## config.mk

```make
export PLATFORM = sky130hd
export DESIGN_NAME = segment_map
export DESIGN_NICKNAME = d
export VERILOG_FILES = /design/src/segmap_pkg.sv /design/src/segment_map.sv
export SDC_FILE = /design/constraint.sdc
export NUM_CORES = 1
export LEC_CHECK = 0
export ABC_AREA = 1
export BUFFER_PORTS_ARGS = -buffer_cell sky130_fd_sc_hd__buf_2
export CORE_MARGIN = 4
export CORE_UTILIZATION = 45
export DETAILED_ROUTE_END_ITERATION = 10
export GPL_ROUTABILITY_DRIVEN = 0
export GPL_TIMING_DRIVEN = 0
export PLACE_DENSITY = 0.69
export SLEW_MARGIN = 40
export SYNTH_ARGS = -nofsm -noshare
export SYNTH_HDL_FRONTEND = slang
export SYNTH_SLANG_ARGS = --single-unit
```

## constraint.sdc

```tcl
create_clock -name clk -period 5.1 [get_ports clk]
set_input_delay 1.02 -clock clk [delete_from_list [all_inputs] [get_ports clk]]
set_output_delay 1.02 -clock clk [all_outputs]
set_load 0.05 [all_outputs]
```

## src/segmap_pkg.sv

```systemverilog
// Constants and types shared by the program address segment map
package segmap_pkg;
  localparam logic [7:0] WIDTH_OFS = 8'h00;
  localparam logic [7:0] CTRL_OFS = 8'h04;
  localparam logic [7:0] STATUS_OFS = 8'h08;
  localparam logic [7:0] MASK_OFS = 8'h0C;
  localparam logic [7:0] STATE_OFS = 8'h10;
  localparam logic [27:0] WIDTH_RST = 28'h0000000;
  localparam logic CTRL_RST = 1'h0;
  localparam logic [1:0] MASK_RST = 2'h0;
  // Port width codes, two bits per subsegment
  localparam logic [1:0] PW32 = 2'h0;
  localparam logic [1:0] PW16 = 2'h1;
  localparam logic [1:0] PW8 = 2'h2;
  // Access size codes
  localparam logic [1:0] SZ_B = 2'h0;
  localparam logic [1:0] SZ_H = 2'h1;
  localparam logic [1:0] SZ_W = 2'h2;
  localparam logic [31:0] USER_OFFSET = 32'h40000000;
  localparam logic [31:0] GAP_LO = 32'h20000000;
  localparam logic [31:0] GAP_HI = 32'h3FFFFFFF;
  localparam logic [3:0] SUB_USER = 4'h8;
  localparam logic [3:0] SUB_MAPPED = 4'hC;
  localparam int EV_TRAP = 0;
  localparam int EV_ILL = 1;
  localparam int NUM_EV = 2;
  localparam logic [1:0] RESP_OKAY = 2'h0;
  localparam logic [1:0] RESP_SLVERR = 2'h2;
  typedef enum logic {ST_IDLE, ST_BUSY} xfer_state_t;
endpackage

```

## src/segment_map.sv

```systemverilog
// Program address segment map with port width splitting and AXI4-Lite regs
`timescale 1ns/10ps
`default_nettype none
// Function
// User mode: privileged or barred coprocessor illegal
// Mode permits only; translation is mode independent
// Both lower kernel segments map low 512M
// User segment adds 1GB offset
// Mapped kernel segment passes address unchanged
// Never emit physical 0x20000000 to 0x3FFFFFFF
// Word to narrow region splits into phases
// Widths 8, 16 or 32, automatic sequencing
// Low region: eight 64M subsegment widths
// User segment: four 512M subsegment widths
// Mapped kernel: two 512M subsegment widths
// Cached kernel clears top bit, cached
// Uncached kernel clears three top bits
// User access with top bit traps
// Reset enters kernel mode
// Fourteen two-bit widths, used next access
module segment_map (
  input wire logic clk, // Processor clock
  input wire logic rst, // Synchronous reset, active high
  input wire logic user_mode, // Pipeline mode, 1 = user
  input wire logic req_valid, // Access request
  output logic req_ready, // Block can take a request
  input wire logic [31:0] req_addr, // Program address
  input wire logic [1:0] req_size, // Access size code
  input wire logic req_write, // Store
  input wire logic req_cop, // Access to system control coprocessor
  input wire logic req_priv, // Instruction outside user set
  output logic req_done, // Pulse: last data phase taken
  output logic addr_trap, // Pulse: address trap
  output logic illegal_op, // Pulse: illegal instruction
  output logic mem_valid, // Data phase offered to memory bus
  input wire logic mem_ready, // Memory bus takes the phase
  output logic [31:0] mem_addr, // Physical address of phase
  output logic [1:0] mem_width, // Port width code of region
  output logic mem_write, // Phase is a store
  output logic mem_cached, // Access goes through cache
  output logic mem_last, // Final phase of the access
  output logic irq, // Level interrupt
  input wire logic awvalid, // AXI write address valid
  output logic awready, // AXI write address ready
  input wire logic [7:0] awaddr, // AXI write address
  input wire logic wvalid, // AXI write data valid
  output logic wready, // AXI write data ready
  input wire logic [31:0] wdata, // AXI write data
  input wire logic [3:0] wstrb, // AXI byte strobes
  output logic bvalid, // AXI write response valid
  input wire logic bready, // AXI write response ready
  output logic [1:0] bresp, // AXI write response
  input wire logic arvalid, // AXI read address valid
  output logic arready, // AXI read address ready
  input wire logic [7:0] araddr, // AXI read address
  output logic rvalid, // AXI read data valid
  input wire logic rready, // AXI read data ready
  output logic [31:0] rdata, // AXI read data
  output logic [1:0] rresp // AXI read response
);
  logic aw_got, next_aw_got, w_got, next_w_got;
  logic [7:0] wa, next_wa;
  logic [31:0] wd, next_wd;
  logic [3:0] ws, next_ws;
  logic next_awready, next_wready, next_bvalid, next_arready, next_rvalid;
  logic [1:0] next_bresp, next_rresp;
  logic [31:0] next_rdata;
  logic [27:0] width_cfg, next_width_cfg;
  logic cop_user_en, next_cop_user_en;
  logic [1:0] status, next_status, mask, next_mask;
  logic next_irq;
  segmap_pkg::xfer_state_t state, next_state;
  logic mode_usr, next_mode_usr;
  logic next_req_ready, next_req_done, next_addr_trap, next_illegal_op;
  logic next_mem_valid, next_mem_write, next_mem_cached, next_mem_last;
  logic [31:0] next_mem_addr, phys;
  logic [1:0] next_mem_width, left, next_left, n_left, pw;
  logic [2:0] step, next_step, n_step;
  logic [3:0] sub;
  logic cached, acc, bad_op, bad_addr;

  function automatic logic [31:0] merge(input logic [31:0] old,
      input logic [31:0] d, input logic [3:0] s);
    logic [31:0] r;
    r = old;
    for (int i = 0; i < 4; i++) begin
      if (s[i]) begin
        r[8*i +: 8] = d[8*i +: 8];
      end
    end
    return r;
  endfunction

  // Register bus and interrupt
  always_comb begin
    logic [31:0] v;
    v = 32'h00000000;
    next_aw_got = aw_got;
    next_w_got = w_got;
    next_wa = wa;
    next_wd = wd;
    next_ws = ws;
    next_bvalid = bvalid;
    next_bresp = bresp;
    next_rvalid = rvalid;
    next_rdata = rdata;
    next_rresp = rresp;
    next_width_cfg = width_cfg;
    next_cop_user_en = cop_user_en;
    next_mask = mask;
    next_status = status;
    if (awvalid && awready) begin
      next_aw_got = 1'b1;
      next_wa = awaddr;
    end
    if (wvalid && wready) begin
      next_w_got = 1'b1;
      next_wd = wdata;
      next_ws = wstrb;
    end
    if (bvalid && bready) begin
      next_bvalid = 1'b0;
    end
    if (aw_got && w_got && !bvalid) begin
      next_aw_got = 1'b0;
      next_w_got = 1'b0;
      next_bvalid = 1'b1;
      next_bresp = segmap_pkg::RESP_OKAY;
      unique case (wa)
        segmap_pkg::WIDTH_OFS: begin
          v = merge({4'h0, width_cfg}, wd, ws);
          next_width_cfg = v[27:0];
        end
        segmap_pkg::CTRL_OFS: begin
          v = merge({31'h0, cop_user_en}, wd, ws);
          next_cop_user_en = v[0];
        end
        segmap_pkg::MASK_OFS: begin
          v = merge({30'h0, mask}, wd, ws);
          next_mask = v[1:0];
        end
        segmap_pkg::STATUS_OFS, segmap_pkg::STATE_OFS: begin
        end
        default: next_bresp = segmap_pkg::RESP_SLVERR;
      endcase
    end
    if (rvalid && rready) begin
      next_rvalid = 1'b0;
    end
    if (arvalid && arready) begin
      next_rvalid = 1'b1;
      next_rresp = segmap_pkg::RESP_OKAY;
      unique case (araddr)
        segmap_pkg::WIDTH_OFS: next_rdata = {4'h0, width_cfg};
        segmap_pkg::CTRL_OFS: next_rdata = {31'h0, cop_user_en};
        segmap_pkg::MASK_OFS: next_rdata = {30'h0, mask};
        segmap_pkg::STATE_OFS: begin
          next_rdata = {30'h0, state == segmap_pkg::ST_BUSY, mode_usr};
        end
        segmap_pkg::STATUS_OFS: begin
          next_rdata = {30'h0, status};
          next_status = 2'h0;
        end
        default: begin
          next_rdata = 32'h00000000;
          next_rresp = segmap_pkg::RESP_SLVERR;
        end
      endcase
    end
    // New events win over a clearing read
    next_status[segmap_pkg::EV_TRAP] =
      next_status[segmap_pkg::EV_TRAP] | addr_trap;
    next_status[segmap_pkg::EV_ILL] =
      next_status[segmap_pkg::EV_ILL] | illegal_op;
    next_irq = |(next_status & next_mask);
    next_awready = !next_aw_got && !next_bvalid;
    next_wready = !next_w_got && !next_bvalid;
    next_arready = !next_rvalid;
  end

  always_ff @(posedge clk) begin
    if (rst) begin
      aw_got <= 1'b0;
      w_got <= 1'b0;
      wa <= 8'h00;
      wd <= 32'h00000000;
      ws <= 4'h0;
      awready <= 1'b1;
      wready <= 1'b1;
      bvalid <= 1'b0;
      bresp <= segmap_pkg::RESP_OKAY;
      arready <= 1'b1;
      rvalid <= 1'b0;
      rdata <= 32'h00000000;
      rresp <= segmap_pkg::RESP_OKAY;
      width_cfg <= segmap_pkg::WIDTH_RST;
      cop_user_en <= segmap_pkg::CTRL_RST;
      mask <= segmap_pkg::MASK_RST;
      status <= 2'h0;
      irq <= 1'b0;
    end else begin
      aw_got <= next_aw_got;
      w_got <= next_w_got;
      wa <= next_wa;
      wd <= next_wd;
      ws <= next_ws;
      awready <= next_awready;
      wready <= next_wready;
      bvalid <= next_bvalid;
      bresp <= next_bresp;
      arready <= next_arready;
      rvalid <= next_rvalid;
      rdata <= next_rdata;
      rresp <= next_rresp;
      width_cfg <= next_width_cfg;
      cop_user_en <= next_cop_user_en;
      mask <= next_mask;
      status <= next_status;
      irq <= next_irq;
    end
  end

  // Translation, protection and data phase sequencing
  always_comb begin
    acc = req_valid && req_ready;
    bad_op = mode_usr && (req_priv || (req_cop && !cop_user_en));
    bad_addr = mode_usr && req_addr[31];
    // Segment decode ignores the mode bit
    if (!req_addr[31]) begin
      phys = req_addr + segmap_pkg::USER_OFFSET;
      sub = segmap_pkg::SUB_USER + {2'h0, req_addr[30:29]};
    end else if (!req_addr[30]) begin
      phys = {3'h0, req_addr[28:0]};
      sub = {1'b0, req_addr[28:26]};
    end else begin
      phys = req_addr;
      sub = segmap_pkg::SUB_MAPPED + {3'h0, req_addr[29]};
    end
    cached = req_addr[31:29] == 3'h4;
    pw = width_cfg[{sub, 1'b0} +: 2];
    n_left = 2'h0;
    n_step = 3'h4;
    if (pw == segmap_pkg::PW8) begin
      n_step = 3'h1;
      n_left = req_size == segmap_pkg::SZ_W ? 2'h3 :
               req_size == segmap_pkg::SZ_H ? 2'h1 : 2'h0;
    end else if (pw == segmap_pkg::PW16) begin
      n_step = 3'h2;
      n_left = req_size == segmap_pkg::SZ_W ? 2'h1 : 2'h0;
    end
    next_state = state;
    next_mode_usr = user_mode;
    next_left = left;
    next_step = step;
    next_mem_valid = mem_valid;
    next_mem_addr = mem_addr;
    next_mem_width = mem_width;
    next_mem_write = mem_write;
    next_mem_cached = mem_cached;
    next_mem_last = mem_last;
    next_req_done = 1'b0;
    next_addr_trap = 1'b0;
    next_illegal_op = 1'b0;
    unique case (state)
      segmap_pkg::ST_IDLE: begin
        if (acc && bad_op) begin
          next_illegal_op = 1'b1;
        end else if (acc && bad_addr) begin
          next_addr_trap = 1'b1;
        end else if (acc) begin
          next_state = segmap_pkg::ST_BUSY;
          next_mem_valid = 1'b1;
          next_mem_addr = phys;
          next_mem_width = pw;
          next_mem_write = req_write;
          next_mem_cached = cached;
          next_mem_last = n_left == 2'h0;
          next_left = n_left;
          next_step = n_step;
        end
      end
      segmap_pkg::ST_BUSY: begin
        if (mem_ready) begin
          if (left == 2'h0) begin
            next_state = segmap_pkg::ST_IDLE;
            next_mem_valid = 1'b0;
            next_mem_last = 1'b0;
            next_req_done = 1'b1;
          end else begin
            next_left = left - 2'h1;
            next_mem_addr = mem_addr + {29'h0, step};
            next_mem_last = left == 2'h1;
          end
        end
      end
    endcase
    next_req_ready = next_state == segmap_pkg::ST_IDLE;
  end

  always_ff @(posedge clk) begin
    if (rst) begin
      state <= segmap_pkg::ST_IDLE;
      mode_usr <= 1'b0;
      req_ready <= 1'b1;
      req_done <= 1'b0;
      addr_trap <= 1'b0;
      illegal_op <= 1'b0;
      mem_valid <= 1'b0;
      mem_addr <= 32'h00000000;
      mem_width <= segmap_pkg::PW32;
      mem_write <= 1'b0;
      mem_cached <= 1'b0;
      mem_last <= 1'b0;
      left <= 2'h0;
      step <= 3'h4;
    end else begin
      state <= next_state;
      mode_usr <= next_mode_usr;
      req_ready <= next_req_ready;
      req_done <= next_req_done;
      addr_trap <= next_addr_trap;
      illegal_op <= next_illegal_op;
      mem_valid <= next_mem_valid;
      mem_addr <= next_mem_addr;
      mem_width <= next_mem_width;
      mem_write <= next_mem_write;
      mem_cached <= next_mem_cached;
      mem_last <= next_mem_last;
      left <= next_left;
      step <= next_step;
    end
  end
endmodule
`default_nettype wire

```

# Yosys cells after proc, flatten, opt, wreduce, memory -nomap -nowiden
# Cells that the tools add are included.
# totals
ff_bits	166
out_inout_bits	84
# classes
n_addsub	5
n_eq_ne	20
shift	1
muxes	60
bitwise_logic	8
n_reduce_logical	41
# op_table
cell	n
32-bit 2-to-1 mux	7
28-bit one-hot mux with 5 select lines	1
32-bit one-hot mux with 2 select lines	1
32-bit by 3-bit adder with 32-bit output	1
32-bit by 31-bit adder with 32-bit output (second input constant)	1
8-bit by 4-bit equality test with 1-bit output (second input constant)	4
1-bit 2-to-1 mux	29
2-bit 2-to-1 mux	14
28-bit by 6-bit variable part select with 2-bit output	1
8-bit by 3-bit equality test with 1-bit output (second input constant)	2
8-bit by 5-bit equality test with 1-bit output (second input constant)	2
8-bit logical NOT	2
1-bit logical AND	15
3-bit AND reduction	5
2-bit inequality test (second input constant)	5
5-bit AND reduction	2
5-bit OR reduction	2
4-bit 2-to-1 mux	2
4-bit AND reduction	2
2-bit by 1-bit equality test with 1-bit output (second input constant)	3
1-bit logical NOT	6
3-bit 2-to-1 mux	2
1-bit one-hot mux with 2 select lines	3
3-bit OR reduction	2
13 further kinds	21

# Logic depth before layout (Yosys ltp)
# depth
word_depth	12
ltp_mapped	19
depth_no_buf	19

# Worst setup path before layout
# No wires, ideal clock.
# synth_timing
path_type	in2reg
from	input req_addr[31]
to	register left[0]
setup_ps	119
arrival_time_ps	2544
slack_ps	2437
path_stages	17
n_path_buf	1
cell_sequence	buf_6 > inv_1 > nand2_1 > nand2_2 > inv_1 > nand3_1 > nand3_1 > nand3_1 > nand2_1 > inv_1 > ha_1 > a21oi_1 > a21oi_1 > nand2_1 > o21ai_0 > o21ai_0 > a21oi_1
# synth_between
elab_chain_cells	9
# synth_rtl
element	line_no	rtl
start: declaration	segment_map.sv:27	input wire logic [31:0] req_addr,
4-bit 2-to-1 mux (*)	segment_map.sv:229	if (!req_addr[31]) begin
28-bit by 6-bit variable part select with 2-bit output (*)	segment_map.sv:240	pw = width_cfg[{sub, 1'b0} +: 2];
named net pw[1]	segment_map.sv:77	logic [1:0] next_mem_width, left, next_left, n_left, pw;
2-bit by 1-bit equality test with 1-bit output	segment_map.sv:247	end else if (pw == segmap_pkg::PW16) begin
1-bit 2-to-1 mux	segment_map.sv:247	
2-bit 2-to-1 mux (*)	segment_map.sv:243	if (pw == segmap_pkg::PW8) begin
2-bit 2-to-1 mux (*)	segment_map.sv:270	end else if (acc) begin
2-bit 2-to-1 mux (*)	segment_map.sv:268	end else if (acc && bad_addr) begin
2-bit 2-to-1 mux (*)	segment_map.sv:266	if (acc && bad_op) begin
2-bit one-hot mux with 2 select lines (*)	segment_map.sv:264	unique case (state)
end signal: assignment	segment_map.sv:329	left <= next_left;
end: declaration	segment_map.sv:77	
# Mark *: on every way through the listed nets, which the timed path passes. The rest lies on a longest branch. The select of a mux whose other input is x is not followed.
# A chain may end at the register's enable or synchronous reset.

# Final worst setup path
# layout_timing
from	input req_addr[30]
to	register left[0]
# layout_between
elab_chain_cells	10
# layout_rtl
element	line_no
4-bit by 2-bit adder with 4-bit output or 4-bit 2-to-1 mux (tied branches)	segment_map.sv:231, segment_map.sv:232
4-bit 2-to-1 mux (*)	segment_map.sv:229
28-bit by 6-bit variable part select with 2-bit output (*)	segment_map.sv:240
named net pw[1]	segment_map.sv:77
2-bit by 1-bit equality test with 1-bit output	segment_map.sv:247
1-bit 2-to-1 mux	segment_map.sv:247
2-bit 2-to-1 mux (*)	segment_map.sv:243
2-bit 2-to-1 mux (*)	segment_map.sv:270
2-bit 2-to-1 mux (*)	segment_map.sv:268
2-bit 2-to-1 mux (*)	segment_map.sv:266
2-bit one-hot mux with 2 select lines (*)	segment_map.sv:264
# Marked as above.

==> impl_metrics.json <==
{
  "status": "finished, final reports clean",
  "fp-row-count": 47,
  "synth_largest_area_cell": "dfxtp_1",
  "fin_crit_ns": 2.80,
  "cts_setup_buffers": 0,
  "grt_pass1_vias": 7612,
  "min_path_type": "flip-flop to flip-flop",
  "wl_per_cell_um": 15.6,
  "cp-startpoint": "req_addr[30]",
  "antenna_left": 0,
  "synth_warnings": 0,
  "synthFlopType": "dfxtp_1",
  "fin_cells": 1562,
  "dr.pass1.iters": 6,
  "power_leakage_nw": 4.24,
  "synthTopCellsByArea": "dfxtp_1 (41%), nand2_1 (12%), o21ai_0 (8.4%), nor2_1 (7.7%), a21oi_1 (5.6%)",
  "io_buffers": 171,
  "cts.sinks": 160,
  "fin_crit_sh": 0.549,
  "hpwl_um": 18500,
  "die_w_um": 140,
  "post_cts_resized": 0,
  "endpoint_kind": "flip-flop",
  "layout.nets": 1441,
  "grt.met2_usage": 0.416,
  "grt_max_degree": 17,
  "async_flop_share": 0,
  "cp_max_fo": 6,
  "hold_buffers": 0,
  "slew_violations": 0,
  "tightest_slew_ns": 0.717,
  "syn2layout_area_growth_pct": 22.6,
  "cts_root_buf": "clkbuf_16",
  "maxCapViolations": 0,
  "seq_area_um2": 3200,
  "netlist_instances": 1134,
  "chipHeight_um": 140,
  "clockBufferDepth": 2,
  "place_inst": 1530,
  "netlist.area_leader.share": 0.410,
  "antenna_found_initial": 1,
  "p_per_area_nw_per_um2": 360,
  "h-tree-depth": 4,
  "setup_tns_ns": 0,
  "syn_area_per_cell_um2": 6.89,
  "crit_type": "primary input to flip-flop",
  "cp-start-kind": "primary input",
  "ys_seq_elements": 160,
  "die_area_um2": 19500,
  "cts.reportedPaths.clkPinSlew_ns": 0.07,
  "rsz0062_at_grt": "no",
  "required_ns": 5.41,
  "drc": 0,
  "final_hold_viol_count": 0,
  "r2r-start": "mem_addr[0]$_SDFFE_PP0P_",
  "syn_area_um2": 7810,
  "diodes": 0,
  "multi_input_area_um2": 3920,
  "synth_edf_count": 0,
  "cp_data_arrival_time_ns": 3.11,
  "grtUsageMet1": 0.311,
  "slew_headroom": 0.517,
  "setup_viol_count_final": 0,
  "max_freq_mhz": 357,
  "ys_seq_area_frac": 0.410,
  "min-delay-start": "wd[27]$_SDFFE_PP0P_",
  "top_usage_layer": "met2",
  "insertion_delay_ns": 0.42,
  "ys_types": 50,
  "drt_iter0_drc": 585,
  "start_util": 0.464,
  "grt_pass1_wl_um": 39000,
  "numCtsBuffers": 17,
  "fill_cells": 1661,
  "viasPerCell": 5.17,
  "cts_tree": "yes",
  "use_met3": 0.0470,
  "grt_usage": 0.246,
  "worst_clock_skew_ns": 0.00608,
  "ios": 183,
  "wl_um": 24300,
  "layout-drive-gt1-share": 0.194,
  "vias": 8079,
  "ir_drop_mv": 0.257,
  "grt_overflow": 0,
  "core-area_um2": 16800
}
## power breakdown
part / leakage (nW) / internal, mW / switching, mW
logic: 2.63 / 0.199 / 0.498
clock network: 0.296 / 0.792 / 0.543
registers: 1.31 / 1.34 / 0.0766
## layout make-up
cell class,count,share of cell area
tap,220,0.0287
buffer,57,0.0324
clock buffer,18,0.0459
inverter,105,0.0412
timing repair buffer,171,0.0894
sequential,160,0.335
multi-input combinational,817,0.409
clock inverter,14,0.0186
## Yosys cell counts (5+ instances only)
| library cell | instances |
|---|---|
| nor3_1 | 21 |
| inv_2 | 6 |
| buf_2 | 5 |
| nand2_1 | 245 |
| inv_1 | 98 |
| o21ai_0 | 131 |
| nand4_1 | 6 |
| clkbuf_1 | 33 |
| buf_4 | 10 |
| nand3_1 | 72 |
| a21oi_1 | 87 |
| nor2_1 | 160 |
| nand3b_1 | 11 |
| buf_6 | 7 |
| dfxtp_1 | 160 |
| o21ai_1 | 13 |
| ha_1 | 12 |
## final timing paths
check                                    end  slack, ns  cells after the start
setup reg to reg   mem_addr[10]$_SDFFE_PP0P_       2.68                     11
hold / removal    width_cfg[27]$_SDFFE_PP0P_       0.46                      2
hold reg to reg   width_cfg[27]$_SDFFE_PP0P_       0.46                      2
setup / recovery        left[0]$_SDFFE_PP0P_       2.30                     14
## critical path: stages
cell and delay (ns):
buf_2 0.13, o21ai_0 0.59, nor2_1 0.14, o211ai_1 0.14
nand2_1 0.07, nand2_1 0.09, nand2_1 0.11, ha_1 0.27
a21oi_1 0.13, a21oi_1 0.07, nand2_1 0.07, o21ai_0 0.06
o21ai_0 0.16, a21oi_1 0.05
## cells by family (layout without fill, tap and decap cells)
group,Yosys count,count (layout),share of synthesized area
other,1,6,0.000480
adders and majority gates,13,13,0.0218
AOI/OAI and AO/OA,253,253,0.172
DFF,160,160,0.410
xor gates and xnor gates,2,2,0.00224
and+or+nand+nor,543,543,0.303
buffers and inverters,162,365,0.0902
## sequential cells by signal (all words and copies together) (netlist names), 2 cells and up
name and flops:
left 2, rdata 28, wa 8, width_cfg 28, mask 2, ws 4, wd 28, mem_addr 32
status 2, mem_width 2, step 3
## metrics by stage
step | power, mW | hold WS (ns) | setup slack, ns | area (um^2) | util
floorplan | 1.93 | 0.430 | 2.44 | 7830 | -
global placement | 2.13 | 0.448 | 1.94 | 8960 | 0.533
detailed placement | 2.13 | 0.457 | 1.90 | 8960 | 0.533
CTS | 3.46 | 0.465 | 2.35 | 9580 | 0.569
global route | 3.60 | 0.484 | 2.02 | 9580 | 0.569
finish | 3.45 | 0.464 | 2.30 | 9580 | 0.569
## routing by layer
metal,routed length (um),vias to the layer above
met5,11,-
met4,743,2
met3,1870,49
met2,11500,333
met1,10200,3612
li1,-,4083
## cell usage in the layout (no fill, tap or decap), drive strengths merged
master / Yosys / final
nand3b: 11 / 11
nor4: 1 / 1
or2: 5 / 5
a211oi: 2 / 2
o2111ai: 1 / 1
o211a: 1 / 1
o21bai: 2 / 2
nand2: 249 / 249
buf: 24 / 195
a31oi: 4 / 4
ha: 12 / 12
xnor2: 1 / 1
and2: 1 / 1
o21a: 2 / 2
clkinv: 1 / 4
inv: 104 / 109
nor3: 26 / 26
dfxtp: 160 / 160
conb: 1 / 6
fa: 1 / 1
a21oi: 90 / 90
a41oi: 1 / 1
nor2: 169 / 169
xor2: 1 / 1
nand4: 6 / 6
o22ai: 1 / 1
a21o: 1 / 1
nand3: 75 / 75
o21ai: 146 / 146
clkinvlp: 0 / 3
clkbuf: 33 / 51
o211ai: 2 / 2
bufinv: 0 / 3
(Power assumes the default switching activity.)
